**src/evs_pkg.sv**
```systemverilog
// constants for the exception vectoring sequencer: vector map, status word
// layout, bus function codes, source indices and sequencer states.
// assumes a 32-bit core with a 16-bit status word and a word-wide stack bus.
`default_nettype none
package evs_pkg;
   // ---------------------------------------------------------------
   // vector table layout
   // ---------------------------------------------------------------
   localparam int NUM_VECTORS = 256;
   localparam int TABLE_BYTES = 1024;
   localparam int NUM_CPU_VECTORS = 64;
   localparam int NUM_USER_VECTORS = 192;
   localparam int VEC_ENTRY_BYTES = 4;
   localparam logic [31:0] VBR_RESET = 32'h0000_0000;
   localparam logic [31:0] RESET_SP_ADDR = 32'h0000_0000;
   localparam logic [31:0] RESET_PC_ADDR = 32'h0000_0004;
   // vector numbers
   localparam logic [7:0] VEC_BUS_ERR = 8'h02;
   localparam logic [7:0] VEC_ADDR_ERR = 8'h03;
   localparam logic [7:0] VEC_ILLEGAL = 8'h04;
   localparam logic [7:0] VEC_ZERO_DIV = 8'h05;
   localparam logic [7:0] VEC_BOUND = 8'h06;
   localparam logic [7:0] VEC_COND_TRAP = 8'h07;
   localparam logic [7:0] VEC_PRIV = 8'h08;
   localparam logic [7:0] VEC_TRACE = 8'h09;
   localparam logic [7:0] VEC_LINE_A = 8'h0a;
   localparam logic [7:0] VEC_LINE_F = 8'h0b;
   localparam logic [7:0] VEC_HW_BREAK = 8'h0c;
   localparam logic [7:0] VEC_FORMAT = 8'h0e;
   localparam logic [7:0] VEC_UNINIT_INT = 8'h0f;
   localparam logic [7:0] VEC_SPURIOUS = 8'h18;
   localparam logic [7:0] VEC_AUTO_BASE = 8'h18;
   localparam logic [7:0] VEC_TRAP_BASE = 8'h20;
   // ---------------------------------------------------------------
   // status word fields and reset values
   // ---------------------------------------------------------------
   localparam int SR_T1 = 15;
   localparam int SR_T0 = 14;
   localparam int SR_S = 13;
   localparam int SR_MASK_LO = 8;
   localparam logic [2:0] MASK_RESET = 3'h7;
   localparam logic [15:0] SR_RESET = 16'h2700;
   // ---------------------------------------------------------------
   // bus function codes and frame
   // ---------------------------------------------------------------
   localparam logic [2:0] FC_SUP_DATA = 3'h5;
   localparam logic [2:0] FC_SUP_PROG = 3'h6;
   localparam logic [2:0] FC_CPU_SPACE = 3'h7;
   localparam logic [3:0] CPU_SPACE_IACK = 4'hf;
   localparam logic [3:0] FRAME_FMT_SHORT = 4'h0;
   localparam logic [1:0] FRAME_LAST_WORD = 2'h3;
   localparam logic [31:0] FRAME_BYTES = 32'h0000_0008;
   // ---------------------------------------------------------------
   // exception sources, index order is priority order (0 highest)
   // ---------------------------------------------------------------
   localparam int SRC_ADDR_ERR = 0;
   localparam int SRC_BUS_ERR = 1;
   localparam int SRC_BOUND = 2;
   localparam int SRC_ZERO_DIV = 3;
   localparam int SRC_COND_TRAP = 4;
   localparam int SRC_TRAP = 5;
   localparam int SRC_FORMAT = 6;
   localparam int SRC_ILLEGAL = 7;
   localparam int SRC_LINE_A = 8;
   localparam int SRC_LINE_F = 9;
   localparam int SRC_PRIV = 10;
   localparam int SRC_TRACE = 11;
   localparam int SRC_HW_BREAK = 12;
   localparam int SRC_INT = 13;
   localparam int NUM_SRC = 14;
   // sequencer states
   typedef enum logic [6:0] {
      ST_IDLE = 7'b0000001,
      ST_RST_SP = 7'b0000010,
      ST_RST_PC = 7'b0000100,
      ST_IACK = 7'b0001000,
      ST_PUSH = 7'b0010000,
      ST_VFETCH = 7'b0100000,
      ST_HALT = 7'b1000000
   } evs_state_t;
endpackage
`default_nettype wire

```
**src/evs_prio_sel.sv**
```systemverilog
// priority picker: selects the most urgent pending exception source and
// forms its vector number unless the source is the interrupt. purely combinational, same clock as the caller.
`timescale 1ns/1ns
`default_nettype none
module evs_prio_sel
   import evs_pkg::*;
(
   // pending sources and operands
   input wire logic [NUM_SRC-1:0] pend,
   input wire logic [3:0] trapNum,
   // selection
   output logic selValid,
   output logic [NUM_SRC-1:0] selOneHot,
   output logic [7:0] selVec
);
   // ---------------------------------------------------------------
   // first set bit wins; lower index means higher group
   // ---------------------------------------------------------------
   always_comb
   begin
      selOneHot = '0;
      selValid = 1'b0;
      for (int i = 0; i < NUM_SRC; i++)
      begin
         if (pend[i] && !selValid)
         begin
            selOneHot[i] = 1'b1;
            selValid = 1'b1;
         end
      end
   end

   // vector number for internally numbered sources
   always_comb
   begin
      selVec = VEC_UNINIT_INT;
      case (1'b1)
         selOneHot[SRC_ADDR_ERR]: selVec = VEC_ADDR_ERR;
         selOneHot[SRC_BUS_ERR]: selVec = VEC_BUS_ERR;
         selOneHot[SRC_BOUND]: selVec = VEC_BOUND;
         selOneHot[SRC_ZERO_DIV]: selVec = VEC_ZERO_DIV;
         selOneHot[SRC_COND_TRAP]: selVec = VEC_COND_TRAP;
         selOneHot[SRC_TRAP]: selVec = VEC_TRAP_BASE + {4'h0, trapNum};
         selOneHot[SRC_FORMAT]: selVec = VEC_FORMAT;
         selOneHot[SRC_ILLEGAL]: selVec = VEC_ILLEGAL;
         selOneHot[SRC_LINE_A]: selVec = VEC_LINE_A;
         selOneHot[SRC_LINE_F]: selVec = VEC_LINE_F;
         selOneHot[SRC_PRIV]: selVec = VEC_PRIV;
         selOneHot[SRC_TRACE]: selVec = VEC_TRACE;
         selOneHot[SRC_HW_BREAK]: selVec = VEC_HW_BREAK;
         default: selVec = VEC_UNINIT_INT; // interrupts get theirs by acknowledge
      endcase
   end
endmodule
`default_nettype wire

```
**src/evs_sequencer.sv**
```systemverilog
// exception entry sequencer: pending latches, reset vector fetch, interrupt
// acknowledge, frame push and relocatable vector fetch.
// assumes a same-clock memory bus with req/ack handshake; interrupt level pins
// are asynchronous and pass a two-flop synchroniser.
`timescale 1ns/1ns
`default_nettype none
// Notes on behaviour
// [RL1] table is 256 vectors, 1024 bytes at base
// [RL2] vectors 0-63 processor, 64-255 user interrupts
// [RL3] entries one long word; reset entry two
// [RL4] reset loads stack pointer, then program counter
// [RL5] vectors 2-15 fixed to internal exception causes
// [RL6] spurious is 24, autovectors 25-31 levels 1-7
// [RL7] vector call operand n selects 32+n
// [RL8] fetches in supervisor data, reset in program
// [RL9] vector address is base plus number times four
// [RL10] only reset vector fixed; others base-relative
// [RL11] interrupts acknowledge in cpu space, others internal
// [RL12] interrupter returns vector unless autovectored
// [RL13] copy status, set supervisor, clear trace, mask
// [RL14] push status, counter, vector offset, format
// [RL15] format zero always accepted, four words
// [RL16] load vector into counter; resume if none pending
// [RL17] illegal, privilege, odd fetch, odd operand raise
// [RL18] accept interrupt, breakpoint, bus error, reset
// [RL19] simultaneous exceptions taken group 0 to 4
// [RL20] other masters should not touch cpu vectors
// [RL21] reset sets priority mask to seven
// [RL22] reset clears vector base to zero
module evs_sequencer
   import evs_pkg::*;
(
   // clock and reset
   input wire logic mclk,
   input wire logic rst,
   // software access to base and status word
   input wire logic vbrWrEn,
   input wire logic [31:0] vbrWrData,
   input wire logic srWrEn,
   input wire logic [15:0] srWrData,
   input wire logic [31:0] curPc,
   // internal exception causes, one-cycle pulses
   input wire logic illegalInstr,
   input wire logic privViolation,
   input wire logic lineAInstr,
   input wire logic lineFInstr,
   input wire logic zeroDivide,
   input wire logic boundCheck,
   input wire logic condTrap,
   input wire logic trapCall,
   input wire logic [3:0] trapOperand,
   input wire logic fetchStrobe,
   input wire logic fetchAddrLsb,
   input wire logic operandStrobe,
   input wire logic operandAddrLsb,
   input wire logic operandByte,
   input wire logic rteCheck,
   input wire logic [3:0] rteFormat,
   input wire logic traceReq,
   // external exception causes
   input wire logic hwBreakReq,
   input wire logic busErrReq,
   input wire logic [2:0] intLevelPin,
   // memory bus
   input wire logic memAck,
   input wire logic memBusErr,
   input wire logic [31:0] memRData,
   input wire logic iackAutovec,
   output logic memReq,
   output logic memWrite,
   output logic memLong,
   output logic [2:0] memFc,
   output logic [31:0] memAddr,
   output logic [15:0] memWData,
   // results
   output logic pcLoad,
   output logic [31:0] newPc,
   output logic resumeOk,
   output logic [15:0] statusWord,
   output logic [31:0] vectorBaseReg,
   output logic [31:0] stackPtr,
   output logic [7:0] vecNum,
   output logic inException,
   output logic halted
);
   // ---------------------------------------------------------------
   // state
   // ---------------------------------------------------------------
   evs_state_t state_q, state_d;
   logic [15:0] sr_q, sr_d, savedSr_q, savedSr_d;
   logic [31:0] vbr_q, vbr_d, ssp_q, ssp_d, savedPc_q, savedPc_d, newPc_q, newPc_d;
   logic [31:0] addr_q, addr_d;
   logic [15:0] wdata_q, wdata_d;
   logic [7:0] vec_q, vec_d;
   logic [1:0] word_q, word_d;
   logic [2:0] fc_q, fc_d, intLvl_q, intLvl_d;
   logic req_q, req_d, wr_q, wr_d, long_q, long_d, pcLoad_q, pcLoad_d, resume_q, resume_d;
   logic [2:0] lvlMeta_q, lvlSync_q, lvlPrev_q;
   logic [3:0] trapNum_q, trapNum_d;
   logic [NUM_SRC-2:0] pend_q, pend_d, setReq;
   logic [NUM_SRC-1:0] pendAll, selOneHot, clrSel;
   logic selValid, intPend, nmiEdge;
   logic [7:0] selVec;
   logic [31:0] vecAddr;

   // ---------------------------------------------------------------
   // interrupt level synchroniser
   // ---------------------------------------------------------------
   always_ff @(posedge mclk)
   begin
      if (rst)
      begin
         lvlMeta_q <= 3'h0;
         lvlSync_q <= 3'h0;
         lvlPrev_q <= 3'h0;
      end
      else
      begin
         lvlMeta_q <= intLevelPin;
         lvlSync_q <= lvlMeta_q;
         lvlPrev_q <= lvlSync_q;
      end
   end

   // level 7 ignores the mask, so take it on its rising edge only
   assign nmiEdge = (lvlSync_q == 3'h7) && (lvlPrev_q != 3'h7);
   assign intPend = (lvlSync_q > sr_q[SR_MASK_LO +: 3]) || nmiEdge; // see [RL18]

   // ---------------------------------------------------------------
   // pending latches, set beats clear in the same cycle
   // ---------------------------------------------------------------
   always_comb
   begin
      setReq = '0;
      setReq[SRC_ADDR_ERR] = (fetchStrobe && fetchAddrLsb)
         || (operandStrobe && operandAddrLsb && !operandByte); // see [RL17]
      setReq[SRC_BUS_ERR] = busErrReq; // see [RL18]
      setReq[SRC_BOUND] = boundCheck;
      setReq[SRC_ZERO_DIV] = zeroDivide;
      setReq[SRC_COND_TRAP] = condTrap;
      setReq[SRC_TRAP] = trapCall;
      setReq[SRC_FORMAT] = rteCheck && (rteFormat != FRAME_FMT_SHORT); // see [RL15]
      setReq[SRC_ILLEGAL] = illegalInstr; // see [RL17]
      setReq[SRC_LINE_A] = lineAInstr;
      setReq[SRC_LINE_F] = lineFInstr;
      setReq[SRC_PRIV] = privViolation; // see [RL17]
      setReq[SRC_TRACE] = traceReq;
      setReq[SRC_HW_BREAK] = hwBreakReq; // see [RL18]
      trapNum_d = trapCall ? trapOperand : trapNum_q;
   end

   generate
      for (genvar i = 0; i < NUM_SRC - 1; i++)
      begin : g_pend
         always_comb
         begin
            pend_d[i] = setReq[i] || (pend_q[i] && !clrSel[i]);
         end
      end
   endgenerate

   always_ff @(posedge mclk)
   begin
      if (rst)
      begin
         pend_q <= '0; // reset drops every other exception
         trapNum_q <= 4'h0;
      end
      else
      begin
         pend_q <= pend_d;
         trapNum_q <= trapNum_d;
      end
   end

   assign pendAll = {intPend, pend_q};

   // priority choice among everything pending
   evs_prio_sel u_prio (
      .pend(pendAll),
      .trapNum(trapNum_q),
      .selValid(selValid),
      .selOneHot(selOneHot),
      .selVec(selVec)
   ); // see [RL19]

   // base-relative vector address, only reset is fixed
   assign vecAddr = vbr_q + {22'h0, vec_q, 2'b00}; // see [RL9] see [RL10] see [RL1]

   // ---------------------------------------------------------------
   // sequencer next state
   // ---------------------------------------------------------------
   always_comb
   begin
      state_d = state_q;
      sr_d = sr_q;
      savedSr_d = savedSr_q;
      vbr_d = vbrWrEn ? vbrWrData : vbr_q;
      ssp_d = ssp_q;
      savedPc_d = savedPc_q;
      newPc_d = newPc_q;
      addr_d = addr_q;
      wdata_d = wdata_q;
      vec_d = vec_q;
      word_d = word_q;
      fc_d = fc_q;
      intLvl_d = intLvl_q;
      req_d = req_q;
      wr_d = wr_q;
      long_d = long_q;
      pcLoad_d = 1'b0;
      resume_d = 1'b0;
      clrSel = '0;
      case (state_q)
         ST_IDLE:
         begin
            if (srWrEn)
               sr_d = srWrData;
            if (selValid)
            begin
               clrSel = selOneHot;
               savedSr_d = sr_q; // see [RL13]
               sr_d[SR_S] = 1'b1;
               sr_d[SR_T1] = 1'b0;
               sr_d[SR_T0] = 1'b0;
               savedPc_d = curPc;
               word_d = 2'h0;
               if (selOneHot[SRC_INT])
               begin
                  intLvl_d = lvlSync_q;
                  sr_d[SR_MASK_LO +: 3] = lvlSync_q;
                  state_d = ST_IACK;
               end
               else
               begin
                  vec_d = selVec; // see [RL5] see [RL7] see [RL11]
                  state_d = ST_PUSH;
               end
            end
         end
         ST_RST_SP, ST_RST_PC, ST_IACK, ST_PUSH, ST_VFETCH:
         begin
            if (!req_q)
            begin
               // issue phase: set up the access for this state
               req_d = 1'b1;
               wr_d = (state_q == ST_PUSH);
               long_d = (state_q != ST_PUSH) && (state_q != ST_IACK);
               case (state_q)
                  ST_RST_SP:
                  begin
                     addr_d = RESET_SP_ADDR; // see [RL4] see [RL3]
                     fc_d = FC_SUP_PROG; // see [RL8]
                  end
                  ST_RST_PC:
                  begin
                     addr_d = RESET_PC_ADDR;
                     fc_d = FC_SUP_PROG;
                  end
                  ST_IACK:
                  begin
                     addr_d = {12'h000, CPU_SPACE_IACK, 12'hfff, intLvl_q, 1'b1}; // see [RL11]
                     fc_d = FC_CPU_SPACE;
                  end
                  ST_PUSH:
                  begin
                     addr_d = ssp_q - {29'h0, word_q, 1'b0} - 32'h0000_0002;
                     fc_d = FC_SUP_DATA;
                     case (word_q) // see [RL14] see [RL15]
                        2'h0: wdata_d = {FRAME_FMT_SHORT, 2'b00, vec_q, 2'b00};
                        2'h1: wdata_d = savedPc_q[15:0];
                        2'h2: wdata_d = savedPc_q[31:16];
                        default: wdata_d = savedSr_q;
                     endcase
                  end
                  default:
                  begin
                     addr_d = vecAddr; // see [RL9]
                     fc_d = FC_SUP_DATA; // see [RL8]
                  end
               endcase
            end
            else if (memBusErr)
            begin
               req_d = 1'b0;
               if (state_q == ST_IACK)
               begin
                  vec_d = VEC_SPURIOUS; // see [RL6]
                  state_d = ST_PUSH;
               end
               else
                  state_d = ST_HALT; // fault while entering: give up
            end
            else if (memAck)
            begin
               req_d = 1'b0;
               case (state_q)
                  ST_RST_SP:
                  begin
                     ssp_d = memRData;
                     state_d = ST_RST_PC;
                  end
                  ST_RST_PC:
                  begin
                     newPc_d = memRData;
                     pcLoad_d = 1'b1;
                     resume_d = 1'b1;
                     state_d = ST_IDLE;
                  end
                  ST_IACK:
                  begin
                     // see [RL12] see [RL6] see [RL2]
                     vec_d = iackAutovec ? (VEC_AUTO_BASE + {5'h00, intLvl_q}) : memRData[7:0];
                     state_d = ST_PUSH;
                  end
                  ST_PUSH:
                  begin
                     word_d = word_q + 2'h1;
                     if (word_q == FRAME_LAST_WORD)
                     begin
                        ssp_d = ssp_q - FRAME_BYTES;
                        state_d = ST_VFETCH;
                     end
                  end
                  default:
                  begin
                     newPc_d = memRData; // see [RL16]
                     pcLoad_d = 1'b1;
                     resume_d = !selValid; // see [RL16]
                     state_d = ST_IDLE;
                  end
               endcase
            end
         end
         ST_HALT:
            req_d = 1'b0; // only reset leaves this state
         default:
            state_d = ST_HALT;
      endcase
   end

   // ---------------------------------------------------------------
   // sequencer registers
   // ---------------------------------------------------------------
   always_ff @(posedge mclk)
   begin
      if (rst)
      begin
         state_q <= ST_RST_SP;
         sr_q <= SR_RESET; // see [RL21]
         savedSr_q <= 16'h0000;
         vbr_q <= VBR_RESET; // see [RL22]
         ssp_q <= 32'h0000_0000;
         savedPc_q <= 32'h0000_0000;
         newPc_q <= 32'h0000_0000;
         addr_q <= 32'h0000_0000;
         wdata_q <= 16'h0000;
         vec_q <= 8'h00;
         word_q <= 2'h0;
         fc_q <= 3'h0;
         intLvl_q <= 3'h0;
         req_q <= 1'b0;
         wr_q <= 1'b0;
         long_q <= 1'b0;
         pcLoad_q <= 1'b0;
         resume_q <= 1'b0;
      end
      else
      begin
         state_q <= state_d;
         sr_q <= sr_d;
         savedSr_q <= savedSr_d;
         vbr_q <= vbr_d;
         ssp_q <= ssp_d;
         savedPc_q <= savedPc_d;
         newPc_q <= newPc_d;
         addr_q <= addr_d;
         wdata_q <= wdata_d;
         vec_q <= vec_d;
         word_q <= word_d;
         fc_q <= fc_d;
         intLvl_q <= intLvl_d;
         req_q <= req_d;
         wr_q <= wr_d;
         long_q <= long_d;
         pcLoad_q <= pcLoad_d;
         resume_q <= resume_d;
      end
   end

   // outputs straight from flops (state bits are flops too)
   assign memReq = req_q;
   assign memWrite = wr_q;
   assign memLong = long_q;
   assign memFc = fc_q;
   assign memAddr = addr_q;
   assign memWData = wdata_q;
   assign pcLoad = pcLoad_q;
   assign newPc = newPc_q;
   assign resumeOk = resume_q;
   assign statusWord = sr_q;
   assign vectorBaseReg = vbr_q;
   assign stackPtr = ssp_q;
   assign vecNum = vec_q;
   assign inException = !state_q[0];
   assign halted = state_q[6];
endmodule
`default_nettype wire

```
**config.mk**
```make
export PLATFORM = sky130hd
export DESIGN_NAME = evs_sequencer
export DESIGN_NICKNAME = d
export VERILOG_FILES = /design/src/evs_pkg.sv /design/src/evs_prio_sel.sv /design/src/evs_sequencer.sv
export SDC_FILE = /design/constraint.sdc
export NUM_CORES = 1
export LEC_CHECK = 0
export CORE_MARGIN = 2
export CORE_UTILIZATION = 28
export DETAILED_ROUTE_END_ITERATION = 10
export DONT_BUFFER_PORTS = 1
export PLACE_DENSITY = 0.4
export SLEW_MARGIN = 20
export SYNTH_ARGS = -nofsm -noshare
export SYNTH_HDL_FRONTEND = slang
export SYNTH_SLANG_ARGS = --single-unit
```
**constraint.sdc**
```tcl
create_clock -name mclk -period 6.7 [get_ports mclk]
set_input_delay 0.67 -clock mclk [delete_from_list [all_inputs] [get_ports mclk]]
set_output_delay 0.67 -clock mclk [all_outputs]
set_load 0.03 [all_outputs]
```
== Word level (Yosys, flattened, before mapping) ==
Index checks and enable logic that the tools add are counted.

* Register bits after elaboration: 262
* Input port bits: 147
* Output and inout bits: 178
* Logic and storage cells: 241

* Add/subtract/negate cells: 7
* Order comparisons: 1
* Equality and inequality tests: 24
* Muxes and demuxes: 81
* Bitwise logic cells: 6
* Reduce and logical (&&, ||, !) cells: 97

{| class="wikitable"
|+ Operator list
! operator !! number
|-
| $mux W8 || 20
|-
| $pmux W32 S4 || 1
|-
| $pmux W32 S2 || 1
|-
| $pmux W16 S3 || 1
|-
| $mux W7 || 6
|-
| $pmux W7 S3 || 2
|-
| $add A32 B10 Y32 || 1
|-
| $logic_and A1 B1 Y1 || 32
|-
| $mux W32 || 1
|-
| $sub A32 B2 Y32 const B || 1
|-
| $sub A32 B3 Y32 || 1
|-
| $sub A32 B4 Y32 const B || 1
|-
| $mux W1 || 31
|-
| $logic_not A1 Y1 || 29
|-
| $mux W13 || 2
|-
| $reduce_and A6 Y1 || 3
|-
| $mux W16 || 1
|-
| $pmux W8 S2 || 1
|-
| $logic_or A1 B1 Y1 || 15
|-
| $ne A2 B2 Y1 const B || 7
|-
| $mux W2 || 6
|-
| $reduce_and A5 Y1 || 2
|-
| $reduce_or A5 Y1 || 2
|-
| $mux W3 || 3
|-
| 30 further kinds || 46
|}

== Longest topological paths before layout ==
Gate-level depths: netlist of the first run.

* Depth in word-level cells: 53
* Depth in mapped cells: 11
* Gate-level depth less buffers: 10

== Cells and area by module ==
A second synthesis of the first run with hierarchy kept.

* Cell total of the unflattened synthesis: 1,644
* Area total of the unflattened synthesis: 13,227.7 µm²

{| class="wikitable"
|+ By module, submodules not included
! module !! times used !! cells each !! area an instance (µm²)
|-
| evs_sequencer || 1 || 1,594 || 12,887.4
|-
| evs_prio_sel || 1 || 50 || 340.3
|}

== Worst setup path after synthesis of the first run ==
Ideal clock, no wire load.

* Path kind: register -> register
* Start: register vec_q[1], in the netlist vecNum[1]
* End: register addr_q[19], in the netlist memAddr[19]
* Data arrival time: 2,541 ps
* Required time: 6,614 ps
* Slack: 4,074 ps
* Cell stages (with the launch flop): 10
* Buffers on the path: 2
* Path through: dfxtp_1 > ha_1 > a211oi_1 > o21ai_0 > a41oi_1 > clkbuf_1 > buf_1 > o21a_1 > o21ai_0 > a211oi_1

* Longest elaborated chain between the ends: 2

{| class="wikitable"
|+ Ends and longest elaborated chain
! element !! RTL line !! source
|-
| start, declared || evs_sequencer.sv:94 || <nowiki>logic [7:0] vec_q, vec_d;</nowiki>
|-
| start signal, assigned || evs_sequencer.sv:379 || <nowiki>vec_q <= vec_d;</nowiki>
|-
| $add A32 B10 Y32 || evs_sequencer.sv:188 || <nowiki>assign vecAddr = vbr_q + {22'h0, vec_q, 2'b00};</nowiki>
|-
| $pmux W32 S4 || evs_sequencer.sv:249 || <nowiki>case (state_q)</nowiki>
|-
| end signal, assigned || evs_sequencer.sv:377 || <nowiki>addr_q <= addr_d;</nowiki>
|-
| end, declared || evs_sequencer.sv:92 || <nowiki>logic [31:0] addr_q, addr_d;</nowiki>
|}

Every way passes these cells.
A chain may end at the register's enable or synchronous reset.

== Worst setup path in the final report of the first run ==
* Start: register state_q[6]
* End: register addr_q[25], in the netlist memAddr[25]

* Longest elaborated chain between the ends: 3
* Elaborated cells between the ends (all ways): 8

{| class="wikitable"
|+ Ends and longest elaborated chain
! element !! RTL line !! source
|-
| start, declared || evs_sequencer.sv:89 || <nowiki>evs_state_t state_q, state_d;</nowiki>
|-
| start signal, assigned || evs_sequencer.sv:370 || <nowiki>state_q <= state_d;</nowiki>
|-
| $eq A7 B5 Y1 (tied with other cells) || evs_sequencer.sv:214, evs_sequencer.sv:249 ||
|-
| $reduce_or A5 Y1 || evs_sequencer.sv:214 || <nowiki>case (state_q)</nowiki>
|-
| $reduce_and A2 Y1 (no line) || -- ||
|}

Parallel ways exist; a longest one is shown, timed or not.

==> results.txt, run 1 <==
TritonCTS clock tree: built
largest cells by area after synthesis: dfxtp_1, a21oi_1, nand2_1
syn_nets: 1,833
Final Setup Violations: 0
largest net degree at the start of global routing: 255
CTS root buffer: clkbuf_16
peak supply drop: 0.179 mV
Port Buffers: 0
Pleak: 0.00508 uW
Clock Pin Slew Worst Setup and Hold Paths: 60 ps
synthesized area per cell: 7.89 sq um
final hold vios: 0
Worst path slowest cell: nand3_1
Final Cycle Share: 51.8%
Worst-Margin Slew: 1070 ps
core area: 46,500 sq um
Final ANT Viol Nets: 0
worst-case reg-to-reg path depth: 6
row count: 79
delay-heaviest family, CP: simple AND/OR/NAND/NOR gates
Critical Setup Path Class: flop to flop
worst hold margin: 210 ps
CP cell instances: nand2b_1 -> or3_2 -> nand3_1 -> or4_1 -> o21ai_0 -> o221a_2
synthesized instance count: 1,664
antenna cells: 0
Post-synth ARST share: 0%
gp weighted congestion: 0.803
Cell variety after synth: 80
Syn-to-layout area delta: 10.8%
initial DRC count: 825
total track usage: 20.7%
vias in the first global route: 11,600
# resized after CTS: 0
final worst slack: 3230 ps
Setup Buffers After CTS: 0
vias after detailed routing: 12,100
# IOs: 325
Placed Area: 13,400 sq um
most frequent cells in the layout: dfxtp_1, nand2_1, a21oi_1
Buf/Inv on CP: 0
DIE HEIGHT: 221 um
status: finished, final reports clean
critical path peak fanout: 29
Pwr Total: 5330 uW
share of layout cells above drive strength 1: 7.27%
Layout Nets: 1,741
total CTS buffers: 35
Rel. slew slack: 28.4%
Detailed Place HPWL: 36,900 um
Slew Limit Fails: 0
DR WL/cell: 23.4 um
WP depth: 6
clk buf depth: 3
Max Clk Rate: 288 MHz
DRT Wirelength: 51,600 um
TritonCTS Sinks: 262
RSZ-0062 raised after global routing: no
Max Cap Viol: 0
DR vias/cell: 5.48
die area: 48,600 sq um
Place WS: 3300 ps
crit path launch type: flop
Post-synth top flop: dfxtp_1
FF-to-FF Start: state_q[6]
Worst Skew: 16.1 ps
Critical Path Source: state_q[6]
final setup TNS: 0 ps
FF-to-FF End: memAddr[25]
Fillers: 5,067
first-pass GRT wire length: 75,500 um
Hold-fix buffers, CTS: 0
H-tree depth: 2
largest area contributor in the netlist: dfxtp_1
crit path time final: 3470 ps
CP endpoint kind: flop
EDFF count, synth: 0
register-to-register setup slack: 3230 ps
starting density of the core: 28.3%
warning count from the yosys run: 0
crit path to: memAddr[25]
die width: 221 um
register bit total from synthesis: 262
synthesized area: 13,100 sq um
clock latency on the worst-skew pair: 550 ps
Worst Path Arrival: 3960 ps
initial antenna violation count: 0
DRC: 0
Critical Path Max Stage Delay: 800 ps
post-route cell area: 14,600 sq um
HP Class: input port to flop
GR Overflow Total: 0
Critical Path RT: 7190 ps
register area share after synthesis: 39.9%
drt first pass iters: 6
Yosys top cell area share: 39.9%
PwrDens: 366 nW/um^2
commonest non-fill, non-tap cell in the layout: dfxtp_1
## Yosys cell counts, types with 7 or more instances
library cell,count
mux2i_1,55
nand3_1,83
nor2b_1,13
buf_1,17
ha_1,20
buf_2,23
clkbuf_1,97
nor2_1,152
or3_1,14
o32ai_2,7
nor3_2,7
o31ai_1,8
inv_1,28
dfxtp_1,262
a222oi_1,9
a21oi_1,206
a211oi_1,29
nand2_1,221
nand4_1,18
a311oi_1,10
nand2b_1,10
o21ai_0,115
xor2_1,17
a22oi_1,10
xnor2_1,13
and2_1,10
or4_1,9
nor3_1,47
nor4_1,24
o211ai_1,7
## logic make-up (layout without fill, tap and decap cells)
group,after synthesis,in the layout,synth area share (%)
and+or+nand+nor,649,649,23.8
AOI/OAI and AO/OA,474,474,22.4
DFF,262,262,39.9
buffers and inverters,171,103,5.37
muxes,56,56,4.28
xor gates and xnor gates,30,30,2.00
adders and majority gates,22,22,2.21
## power breakdown
group	switching [uW]	leakage, uW	internal, uW
registers	483	0.00213	1740
logic	807	0.00238	431
clock network	751	0.000562	1120
total	2040	0.00508	3280
## how the worst min path moves through the flow
stage / from / endpoint / slack [ps] / depth (start not counted)
3_5_place_dp: lvlMeta_q[2] / lvlSync_q[2] / 440 / 1
2_1_floorplan: lvlMeta_q[0] / lvlSync_q[0] / 410 / 1
4_1_cts: rst / vectorBaseReg[12] / 180 / 1
5_1_grt: rst / vectorBaseReg[23] / 190 / 1
6_report: rst / vectorBaseReg[12] / 210 / 1
3_3_place_gp: lvlMeta_q[0] / lvlSync_q[0] / 440 / 1
## state kept, by name, indices dropped and copies added (netlist names), 3 cells and up
register / count
memAddr: 32
newPc: 32
savedPc_q: 32
stackPtr: 32
vectorBaseReg: 32
memWData: 16
savedSr_q: 16
statusWord: 16
pend_q: 13
vecNum: 8
state_q: 7
trapNum_q: 4
intLvl_q: 3
lvlMeta_q: 3
lvlPrev_q: 3
lvlSync_q: 3
memFc: 3
## area by class of cell
| type | count | area (sq um) | area share [%] |
|---|---|---|---|
| clock inverters | 13 | 126 | 0.868 |
| well taps | 607 | 759 | 5.22 |
| multi-input cells | 1231 | 7220 | 49.6 |
| clock buffers | 48 | 995 | 6.83 |
| flip-flops and latches | 262 | 5250 | 36.0 |
| inverters | 28 | 105 | 0.722 |
| repair buffers | 14 | 105 | 0.722 |
## through the flow
stage | instances | utilization (%)
3_3_place_gp | 2142 | 28.9
2_1_floorplan | 1664 | -
4_1_cts | 2203 | 31.3
6_report | 2203 | 31.3
5_1_grt | 2203 | 31.3
3_5_place_dp | 2142 | 28.9
## layer usage
metal  vias to the layer above  track usage, %  part of all wire [%]
li1                       5790               -                     -
met1                      5823            24.2                    40
met2                       372            36.3                    50
met3                        81            5.31                   7.0
met4                         0            7.82                   3.2
met5                         -               0                     0
Note: power is estimated with default switching activity, not from simulation.
==> inputs of run 2 (changes only) <==
- PLACE_DENSITY: 0.4 -> 0.42
- clock period: 6.7 -> 3.1 ns (I/O delays scaled with it)
==> results.txt, run 2 (synthesis gave the netlist of run 1 again) <==
TritonCTS clock tree: built
critical path peak fanout: 38
first-pass GRT wire length: 81,300 um
TritonCTS Sinks: 262
starting density of the core: 28.3%
die area: 48,600 sq um
status: finished, final reports clean
met1 Track Usage GR: 25.3%
Critical Path Max Stage Delay: 550 ps
H-tree depth: 2
met2 usage: 38.5%
Place WS: 299 ps
share of layout cells above drive strength 1: 11.0%
DR vias/cell: 5.36
Clock Pin Slew Worst Setup and Hold Paths: 60 ps
busiest grt layer: met2
row count: 79
DR WL/cell: 22.3 um
core area: 46,500 sq um
crit path time final: 2950 ps
final worst slack: 147 ps
Max Clk Rate: 339 MHz
final setup TNS: 0 ps
HP Class: input port to flop
Worst Skew: 11.9 ps
PwrDens: 709 nW/um^2
Final ANT Viol Nets: 0
Syn-to-layout area delta: 30.6%
commonest non-fill, non-tap cell in the layout: dfxtp_1
CTS root buffer: clkbuf_16
dpl cells: 2,228
final hold vios: 0
clock latency on the worst-skew pair: 540 ps
largest net degree at the start of global routing: 150
non-filler cells, final: 2,473
Util after Layout: 36.9%
DRT Wirelength: 55,300 um
worst hold margin: 36.9 ps
vias in the first global route: 13,100
initial DRC count: 823
crit path launch type: flop
Slew Limit Fails: 0
Rel. slew slack: 48.7%
peak supply drop: 0.503 mV
total CTS buffers: 36
clk buf depth: 3
Critical Setup Path Class: flop to flop
GR Overflow Total: 0
Final Setup Violations: 0
DRC: 0
Layout Nets: 2,008
die width: 221 um
Detailed Place HPWL: 38,300 um
met3 global-route usage: 5.83%
Critical Path RT: 3520 ps
Worst-Margin Slew: 750 ps
drt first pass iters: 7
Worst Path Arrival: 3380 ps
most frequent cells in the layout: dfxtp_1, nand2_1, a21oi_1
Pleak: 0.00652 uW
CP cell instances: nor3_4 -> and3_1 -> buf_4 -> nor4_2 -> or3_1 -> buf_6 -> o21ai_0 -> a21oi_1 -> dlygate4sd3_1
Worst path slowest cell: dlygate4sd3_1
CP endpoint kind: flop
Final Cycle Share: 95.3%
initial antenna violation count: 2
Port Buffers: 0
total track usage: 22.1%
gp weighted congestion: 0.821
vias after detailed routing: 13,300
Max Cap Viol: 0
# IOs: 325
DIE HEIGHT: 221 um
run 2: cell count changes in the layout (fill, tap and decap cells not counted), sizes merged:
cell         delta
inv             -2
diode           +4
clkinvlp        +1
clkbuf          +4
clkinv          -3
dlygate4sd3   +178
buf            +88
run 2: worst max-delay path, delay by kind of cell (launching register included):
kind	cells	cell delay (ps)
flip-flops	1	400
buffers and inverters	3	970
AND/OR/NAND/NOR	4	1130
AO/OA/AOI/OAI	2	310
run 2: where the power goes:
part	total [uW]	switching (uW)	internal (uW)
clock	4120	1600	2510
sequential	4640	878	3760
combinational	3410	2100	1310
total	12200	4580	7580
run 2: layout make-up:
cell class / count / area [sq um]
Clock inverter: 9 / 101
Antenna cell: 4 / 10.0
Clock buffer: 52 / 1050
Multi-Input combinational cell: 1231 / 7260
Sequential cell: 262 / 5250
Inverter: 28 / 105
Timing Repair Buffer: 280 / 2620
Tap cell: 607 / 759
Fill cell: 4900 / 29300
run 2: layer usage:
| layer | part of all wire [%] | wire length (um) |
|---|---|---|
| met1 | 39 | 21700 |
| met2 | 50 | 27600 |
| met3 | 6.9 | 3830 |
| met4 | 3.9 | 2160 |
| met5 | 0 | 0 |
run 2: timing repair:
item,CTS,global route
endpoints found under the hold margin,245,0
endpoints found under the setup margin,0,37
buffers inserted,0,1
hold buffers,179,0
gates resized for setup,0,11
run 2: final timing paths:
check / from / endpoint / slack [ps] / cells after the start
setup reg to reg: state_q[4] / stackPtr[26] / 150 / 9
setup / recovery: state_q[4] / stackPtr[26] / 150 / 9
hold / removal: memRData[7] / stackPtr[7] / 40 / 4
hold reg to reg: savedPc_q[12] / savedPc_q[12] / 480 / 2
run 2: stage by stage:
step	total power, uW	instance area (sq um)
5_1_grt	12800	17100
6_report	12200	17100
2_1_floorplan	6740	13100
4_1_cts	12300	17100
3_5_place_dp	7840	14100
3_3_place_gp	7820	14100
